### config.mk
export PLATFORM = sky130hd
export DESIGN_NAME = ssfc_frame
export DESIGN_NICKNAME = d
export VERILOG_FILES = /design/src/logic/ssfc_sync.v /design/src/logic/ssfc_frame.v
export VERILOG_INCLUDE_DIRS = /design/src /design/src/logic
export SDC_FILE = /design/constraint.sdc
export NUM_CORES = 1
export LEC_CHECK = 0
export ABC_AREA = 1
export ABC_CLOCK_PERIOD_IN_PS = 2100
export BUFFER_PORTS_ARGS = -buffer_cell sky130_fd_sc_hd__buf_2
export CORE_UTILIZATION = 55
export CTS_CLUSTER_SIZE = 30
export DETAILED_ROUTE_END_ITERATION = 6
export GPL_TIMING_DRIVEN = 0
export PLACE_DENSITY_LB_ADDON = 0.3
export REMOVE_ABC_BUFFERS = 1
export SYNTH_ARGS = -nofsm -noshare
export SYNTH_HDL_FRONTEND = slang
export SYNTH_SLANG_ARGS = --single-unit
### constraint.sdc
create_clock -name clock -period 2.1 [get_ports clock]
set_input_delay 0.525 -clock clock [delete_from_list [all_inputs] [get_ports clock]]
set_output_delay 0.525 -clock clock [all_outputs]
set_load 0.02 [all_outputs]
### src/logic/ssfc_regs.vh
/*
 * Constants for the SPI slave frame logic: frame layout, chip address,
 * instruction codes, verification pattern, fixed answer bytes and the
 * indices of the read selections handed to the register side.
 * Assumes it is included by bare name from the design files.
 */
`ifndef SSFC_REGS_VH
`define SSFC_REGS_VH

// Frame layout
`define SSFC_FRAME_BITS 5'h10
`define SSFC_ADDR_BITS 5'h02
`define SSFC_BYTE_BITS 5'h08
`define SSFC_CNT_MAX 5'h1F

// Chip address this slave answers to, instruction bits 7:6
`define SSFC_CHIP_ADDR 2'h0

// Instruction codes, bits 5:0 of the instruction byte
`define SSFC_OP_RD_IDENT 6'h00
`define SSFC_OP_RD_REVISION 6'h03
`define SSFC_OP_RD_DIAG 6'h09
`define SSFC_OP_RD_CONFIG 6'h30
`define SSFC_OP_RD_MONITOR 6'h3C
`define SSFC_OP_WR_CONFIG 6'h28
`define SSFC_OP_WR_MONITOR 6'h18

// Instruction classes returned by the decoder
`define SSFC_KIND_UNUSED 2'h0
`define SSFC_KIND_READ 2'h1
`define SSFC_KIND_WRITE 2'h2

// Read selections
`define SSFC_SEL_IDENT 3'h0
`define SSFC_SEL_REVISION 3'h1
`define SSFC_SEL_DIAG 3'h2
`define SSFC_SEL_CONFIG 3'h3
`define SSFC_SEL_MONITOR 3'h4

// Write selections
`define SSFC_WSEL_CONFIG 1'h0
`define SSFC_WSEL_MONITOR 1'h1

// Verification byte bits 5:1, MSB first
`define SSFC_VER_PATTERN 5'h15

// Data bytes answered after the verification byte
`define SSFC_WRITE_ANSWER 8'h00
`define SSFC_UNUSED_ANSWER 8'hFF

// Highest serial rate the master may use, in baud
`define SSFC_MAX_BAUD 2000000

`endif

### src/logic/ssfc_sync.v
/*
 * Two-flop synchroniser for a group of single-bit inputs.
 * Assumes each bit is an independent level from outside the clock domain;
 * bits are not guaranteed to arrive in the same cycle as each other.
 */
`timescale 1ns/1ps

module ssfc_sync #(
    parameter WIDTH = 1,
    parameter [WIDTH-1:0] RESET_VAL = {WIDTH{1'b0}}
) (
    // Clock and reset
    input wire clock,
    input wire rst,
    // Asynchronous levels in, synchronised levels out
    input wire [WIDTH-1:0] async_in,
    output wire [WIDTH-1:0] sync_out
);

    reg [WIDTH-1:0] meta_reg;
    reg [WIDTH-1:0] sync_reg;

    // First stage feeds only the second stage
    always @(posedge clock or posedge rst) begin
        if (rst) begin
            meta_reg <= RESET_VAL;
            sync_reg <= RESET_VAL;
        end else begin
            meta_reg <= async_in;
            sync_reg <= meta_reg;
        end
    end

    assign sync_out = sync_reg;

endmodule

### src/logic/ssfc_frame.v
/*
 * SPI slave frame logic of an H-bridge driver: 16-bit frames, chip
 * address match, verification byte, answer byte, invalid-frame flag.
 * Assumes select, serial clock and serial input are pins from the master,
 * slow enough (2 MBaud at most) to be sampled by the 10 MHz system clock,
 * and that rd_data and proc_busy come from logic on the same clock.
 */
`timescale 1ns/1ps
`include "ssfc_regs.vh"

module ssfc_frame (
    // Clock and reset
    input wire clock,
    input wire rst,
    // SPI pins from the master
    input wire ss_n,
    input wire sck,
    input wire si,
    // Serial output pin, enable low while driving
    output wire so_out,
    output wire so_oe_n,
    // Read side: selection out, register byte in
    output wire [2:0] rd_sel,
    input wire [7:0] rd_data,
    // Write side: one-cycle strobe at frame end
    output wire wr_strobe,
    output wire wr_sel,
    output wire [7:0] wr_data,
    // Frame status
    input wire proc_busy,
    output wire frame_ok,
    output wire trans_fail
);

    // Frame machine states
    localparam [1:0] ST_WAIT = 2'h0;
    localparam [1:0] ST_ADDR = 2'h1;
    localparam [1:0] ST_ACTIVE = 2'h2;
    localparam [1:0] ST_IGNORE = 2'h3;

    // Instruction decoder: {kind, selection}
    function [4:0] ssfc_decode;
        input [5:0] code;
        begin
            case (code)
                `SSFC_OP_RD_IDENT: ssfc_decode = {`SSFC_KIND_READ, `SSFC_SEL_IDENT};
                `SSFC_OP_RD_REVISION: ssfc_decode = {`SSFC_KIND_READ, `SSFC_SEL_REVISION};
                `SSFC_OP_RD_DIAG: ssfc_decode = {`SSFC_KIND_READ, `SSFC_SEL_DIAG};
                `SSFC_OP_RD_CONFIG: ssfc_decode = {`SSFC_KIND_READ, `SSFC_SEL_CONFIG};
                `SSFC_OP_RD_MONITOR: ssfc_decode = {`SSFC_KIND_READ, `SSFC_SEL_MONITOR};
                `SSFC_OP_WR_CONFIG: ssfc_decode = {`SSFC_KIND_WRITE, 2'h0, `SSFC_WSEL_CONFIG};
                `SSFC_OP_WR_MONITOR: ssfc_decode = {`SSFC_KIND_WRITE, 2'h0, `SSFC_WSEL_MONITOR};
                default: ssfc_decode = {`SSFC_KIND_UNUSED, 3'h0};
            endcase
        end
    endfunction

    // Synchronised pins
    wire ss_n_s;
    wire sck_s;
    wire si_s;

    // Edge history of the synchronised pins
    reg ss_n_d_reg;
    reg sck_d_reg;

    // Frame state
    reg [1:0] state_reg;
    reg [4:0] count_reg;
    reg [7:0] rx_reg;
    reg [5:0] code_reg;
    reg [1:0] kind_reg;
    reg [7:0] vbyte_reg;
    reg [7:0] dbyte_reg;
    reg busy_seen_reg;
    reg trans_f_reg;

    // Output flops
    reg so_out_reg;
    reg so_oe_n_reg;
    reg [2:0] rd_sel_reg;
    reg wr_strobe_reg;
    reg wr_sel_reg;
    reg [7:0] wr_data_reg;
    reg frame_ok_reg;

    // Pins pass two flops before any logic sees them; fine at 2 MBaud or below
    ssfc_sync #(
        .WIDTH(3),
        .RESET_VAL(3'h4)
    ) u_sync (
        .clock(clock),
        .rst(rst),
        .async_in({ss_n, sck, si}),
        .sync_out({ss_n_s, sck_s, si_s})
    );

    // Edge detection on the synchronised levels
    wire ss_fall = ss_n_d_reg & ~ss_n_s;
    wire ss_rise = ~ss_n_d_reg & ss_n_s;
    wire sck_fall = sck_d_reg & ~sck_s & ~ss_n_s;
    wire sck_rise = ~sck_d_reg & sck_s & ~ss_n_s;

    // Count of falling edges seen, after this one
    wire [4:0] count_inc = (count_reg == `SSFC_CNT_MAX) ? count_reg : count_reg + 5'h01;

    // Instruction byte completes on the eighth falling edge
    wire [7:0] instr_byte = {rx_reg[6:0], si_s};
    wire [4:0] instr_dec = ssfc_decode(instr_byte[5:0]);

    // Answer byte chosen when the data phase starts
    reg [7:0] answer_now;
    always @* begin
        case (kind_reg)
            `SSFC_KIND_READ: answer_now = rd_data;
            `SSFC_KIND_WRITE: answer_now = `SSFC_WRITE_ANSWER;
            default: answer_now = `SSFC_UNUSED_ANSWER;
        endcase
    end

    // Bit position within the current byte, MSB first
    wire [2:0] bit_idx = ~count_reg[2:0];

    // Frame checks taken at the closing select edge
    wire frame_len_ok = (count_reg == `SSFC_FRAME_BITS);
    wire frame_valid = frame_len_ok & (kind_reg != `SSFC_KIND_UNUSED) & ~busy_seen_reg;

    // Pin edge history
    always @(posedge clock or posedge rst) begin
        if (rst) begin
            ss_n_d_reg <= 1'b1;
            sck_d_reg <= 1'b0;
        end else begin
            ss_n_d_reg <= ss_n_s;
            sck_d_reg <= sck_s;
        end
    end

    // Frame machine, shifting and answer path
    always @(posedge clock or posedge rst) begin
        if (rst) begin
            state_reg <= ST_WAIT;
            count_reg <= 5'h00;
            rx_reg <= 8'h00;
            code_reg <= 6'h00;
            kind_reg <= `SSFC_KIND_UNUSED;
            vbyte_reg <= 8'h00;
            dbyte_reg <= 8'h00;
            busy_seen_reg <= 1'b0;
            trans_f_reg <= 1'b0;
            so_out_reg <= 1'b0;
            so_oe_n_reg <= 1'b1;
            rd_sel_reg <= 3'h0;
            wr_strobe_reg <= 1'b0;
            wr_sel_reg <= 1'b0;
            wr_data_reg <= 8'h00;
            frame_ok_reg <= 1'b0;
        end else begin
            wr_strobe_reg <= 1'b0;
            frame_ok_reg <= 1'b0;
            if (ss_n_s) begin
                // Select high: release the pin and wait, whatever the progress
                state_reg <= ST_WAIT;
                so_oe_n_reg <= 1'b1;
            end
            if (ss_fall) begin
                // New frame; flag value is frozen for this verification byte
                state_reg <= ST_ADDR;
                count_reg <= 5'h00;
                rx_reg <= 8'h00;
                kind_reg <= `SSFC_KIND_UNUSED;
                vbyte_reg <= {2'h0, `SSFC_VER_PATTERN, trans_f_reg};
                busy_seen_reg <= proc_busy;
                so_oe_n_reg <= 1'b1;
            end else if (!ss_n_s) begin
                // Previous work still running at any point makes the frame invalid
                if (proc_busy) begin
                    busy_seen_reg <= 1'b1;
                end
                if (sck_fall) begin
                    count_reg <= count_inc;
                    rx_reg <= {rx_reg[6:0], si_s};
                    case (state_reg)
                        ST_ADDR: begin
                            if (count_inc == `SSFC_ADDR_BITS) begin
                                if ({rx_reg[0], si_s} == `SSFC_CHIP_ADDR) begin
                                    state_reg <= ST_ACTIVE;
                                end else begin
                                    state_reg <= ST_IGNORE;
                                end
                            end
                        end
                        ST_ACTIVE: begin
                            if (count_inc == `SSFC_BYTE_BITS) begin
                                code_reg <= instr_byte[5:0];
                                kind_reg <= instr_dec[4:3];
                                rd_sel_reg <= instr_dec[2:0];
                                // Master has latched the flag bit: now it may go
                                trans_f_reg <= 1'b0;
                            end
                        end
                        ST_IGNORE: begin
                            state_reg <= ST_IGNORE;
                        end
                        default: begin
                            state_reg <= ST_WAIT;
                        end
                    endcase
                end
                if (sck_rise && state_reg == ST_ACTIVE) begin
                    // Drive from the first bit after the address phase
                    if (count_reg >= `SSFC_ADDR_BITS && count_reg < `SSFC_FRAME_BITS) begin
                        so_oe_n_reg <= 1'b0;
                        if (count_reg < `SSFC_BYTE_BITS) begin
                            so_out_reg <= vbyte_reg[bit_idx];
                        end else if (count_reg == `SSFC_BYTE_BITS) begin
                            dbyte_reg <= answer_now;
                            so_out_reg <= answer_now[bit_idx];
                        end else begin
                            so_out_reg <= dbyte_reg[bit_idx];
                        end
                    end
                end
            end
            if (ss_rise) begin
                // Execution happens only here, and only for a matched frame
                if (state_reg == ST_ACTIVE) begin
                    if (frame_valid) begin
                        frame_ok_reg <= 1'b1;
                        // Reads never reach the write side, their data byte is dropped
                        if (kind_reg == `SSFC_KIND_WRITE) begin
                            wr_strobe_reg <= 1'b1;
                            wr_sel_reg <= code_reg == `SSFC_OP_WR_MONITOR;
                            // After sixteen falls the shifter holds the whole data byte
                            wr_data_reg <= rx_reg;
                        end
                    end else begin
                        // Set wins: flag reaches the next verification byte
                        trans_f_reg <= 1'b1;
                    end
                end
            end
        end
    end

    assign so_out = so_out_reg;
    assign so_oe_n = so_oe_n_reg;
    assign rd_sel = rd_sel_reg;
    assign wr_strobe = wr_strobe_reg;
    assign wr_sel = wr_sel_reg;
    assign wr_data = wr_data_reg;
    assign frame_ok = frame_ok_reg;
    assign trans_fail = trans_f_reg;

endmodule

==> flow_summary.toml <==
[place]
placed_cells = 405
place_hpwl_mm = 3.88
placement.io_buffers = 30
routabilityCongestion = 0.788

[synth]
synth_enable_flop_cells = 0
share_of_synthesized_area_occupied_by_flip_flops_and_latches_pct = 52.1
synth_top_flop_cell = "dfrtp_1"
yosys.cell_types.count = 38
syn-instance-count = 316
post_synth_instance_area_sq_um = 2840
ys.warnings.count = 0
yosys_register_bits = 59
postSynth.asyncResetShare_pct = 100
synth.avg_cell_area_sq_um = 8.99

[sta]
timing.final.crit_period_ps = 1980
f_max_mhz = 505
slew_violations = 0
skew_ps = 8.69
post-route-period-util_pct = 94.3
rsz_0062_raised_after_global_routing = "false"
report.final.hold_viol_count = 0
worst_pin_slew_ps = 540
sum_of_negative_setup_slack_ps = 0
worst_slew_margin_rel_pct = 63.9
finalSetupViolations = 0

[drt]
wl_per_cell_um = 13.1
routed_vias = 2163
drt.antenna.violating_nets = 0
first_iter_violations = 118
total_drc_errors_in_the_routed_layout = 0
drt-total-wl_mm = 5.53
vias_per_cell = 5.11
drt-pass1-iter-count = 4

[cts]
cts_sinks = 59
cts-buffers-inserted = 9
cts_buffer_depth = 2
cts_hold_buf = 0
clkLatencyLatePin_ps = 330
cts_root_buffer = "clkbuf_8"
cts-htree-levels = 3
clkTransAtPathRegs_ps = 70
cts_tree = "yes"

[critical_path]
worst-endpoint-required_ps = 2320
critical-path-slowest-cell = "dfrtp_2"
cp_cell_sequence = "ha_1 -> nand4_2 -> clkinv_1 -> nand2_1 -> o21ai_2 -> nor3_4 -> nand3_4 -> buf_4 -> nand2_1 -> o21ai_2"
timing.critical_path.arrival_ps = 2200
worstPathMaxFanout = 12
worst_setup_path_end_kind = "register"
critical-path-top-delay-family = "simple AND/OR/NAND/NOR gates"
worst-path-buf-inv = 2
critical_path.max_stage_delay_ps = 510
criticalPathCategory = "register to register"
critPathLaunchType = "register"

[die]
start_util_pct = 58.6
floorplan_die_area_sq_um = 5460
ios = 31
core_area_sq_um = 4850
die_y_um = 73.9
die-width_um = 73.9
num_rows = 25

[finish]
fin_nets = 367
antennaDiodeCount = 0
layout_commonest_cell = "nand2_1"
mostFrequentLayoutCells = "75 x nand2_1, 53 x dfrtp_1, 32 x inv_1, 30 x buf_2, 26 x nor2_1"
synthToLayoutAreaGrowth_pct = 15.3
fillerInstances = 376
final_cell_count_no_fill = 423
layout_cells_sized_above_1_pct = 25.8

[power_and_ir_drop]
power.share.sequential_pct = 48.8
p_per_area_nw_per_um2 = 742
sw_frac_of_total_pct = 23.0
share_clk_of_total_power_pct = 45.2
total_switching_power_mw = 0.559
combinationalPowerShare_pct = 5.9
ir_drop_uv = 510
internal_power_mw = 1.87
p_leak_nw = 1.54
fin_total_pwr_mw = 2.43

[worst_hold_path]
timing.hold.worst.class = "primary input to async pin"

[grt]
grt_pass1_wl_mm = 9.24
grt_max_degree = 37
antenna_found_initial = 0
grt_util_all_layers_pct = 23.3
grt-ovfl-total = 0
grt_pass1_vias = 1998

[job]
max_cap_violations = 0

[run_status]
run_status = "complete, no violations"
cell type report:
class / count / area, sq um / share of cell area [%]
inverters: 40 / 150 / 4.58
clock buffers: 11 / 131 / 4.01
repair buffers: 33 / 198 / 6.04
multi-input cells: 208 / 1150 / 35.1
well taps: 67 / 83.8 / 2.56
flip-flops and latches: 59 / 1480 / 45.3
clock inverters: 5 / 77.6 / 2.37
routing by layer:
metal	GRT usage, %	vias to the layer above	share of wire (%)
met4	13.9	0	2.5
li1	-	1098	-
met2	36.0	43	46
met5	0	-	0
met1	30.6	1008	48
met3	4.39	14	3.0
worst register-to-register path: stages, from the launching register on:
cell      delay (ps)
dfrtp_2          510
ha_1             300
nand4_2          160
clkinv_1         110
nand2_1           80
o21ai_2           80
nor3_4           210
nand3_4          130
buf_4            190
nand2_1           70
o21ai_2           50
cells in the mapped netlist (4+ instances only):
library cell / n / share of area, %
nand3_1: 24 / 4.2
nand2_1: 75 / 9.9
dfstp_2: 4 / 3.7
nor3_1: 8 / 1.4
o21ai_0: 10 / 1.8
inv_1: 33 / 4.4
dfrtp_1: 55 / 48
inv_2: 5 / 0.66
buf_6: 4 / 1.6
o21ai_2: 19 / 5.9
nand4_1: 5 / 1.1
a21oi_1: 4 / 0.70
nor2_1: 26 / 3.4
o22ai_1: 10 / 2.2
power by group through the flow:
stage	Sequential [mW]	Combinational (mW)	Clock, mW
after floorplan	1.20	0.0997	0
after detailed placement	1.21	0.144	0
after CTS	1.19	0.145	1.12
after global placement	1.20	0.136	0
after global routing	1.19	0.165	1.17
final	1.19	0.144	1.10
cells by family (layout without fill, tap and decap cells):
group,after synthesis,after routing,synth area share [%]
compound gates,49,49,12.2
xor+xnor,3,3,1.19
fa+ha+maj,2,2,0.881
buf+inv,49,89,7.75
flops,59,59,52.1
simple gates,154,154,25.9
metrics by stage:
step	cell area [sq um]	setup WS, ps	util, %	hold WS, ps
after detailed placement	3030	-347	62.4	341
after CTS	3240	34.0	66.9	228
after floorplan	2770	125	-	331
after global placement	3010	-583	62.0	333
after global routing	3280	10.5	67.6	263
final	3280	119	67.6	227
what timing repair did:
item                       CTS  global route
setup endpoints to repair   19            12
gates cloned                 0             0
pin swaps                    0             1
resized for setup            3             1
buffers inserted             0             2
path summary, 6_finish.rpt:
check	startpoint	cells past startpoint	slack (ps)	to
worst max-delay path	count_reg[0]$_DFFE_PP0P_	10	120	code_reg[4]$_DFFE_PP0P_
worst min-delay path	rst	2	230	wr_data[5]$_DFFE_PP0P_
worst max register to register	count_reg[0]$_DFFE_PP0P_	10	120	code_reg[4]$_DFFE_PP0P_
worst min register to register	u_sync.meta_reg[1]$_DFF_PP0_	0	350	u_sync.sync_out[1]$_DFF_PP0_
max in group asynchronous	rst	3	1230	ss_n_d_reg$_DFF_PP1_
min in group clock	ss_n	1	290	u_sync.meta_reg[2]$_DFF_PP1_
No activity file was read; power rests on OpenSTA's default activity.
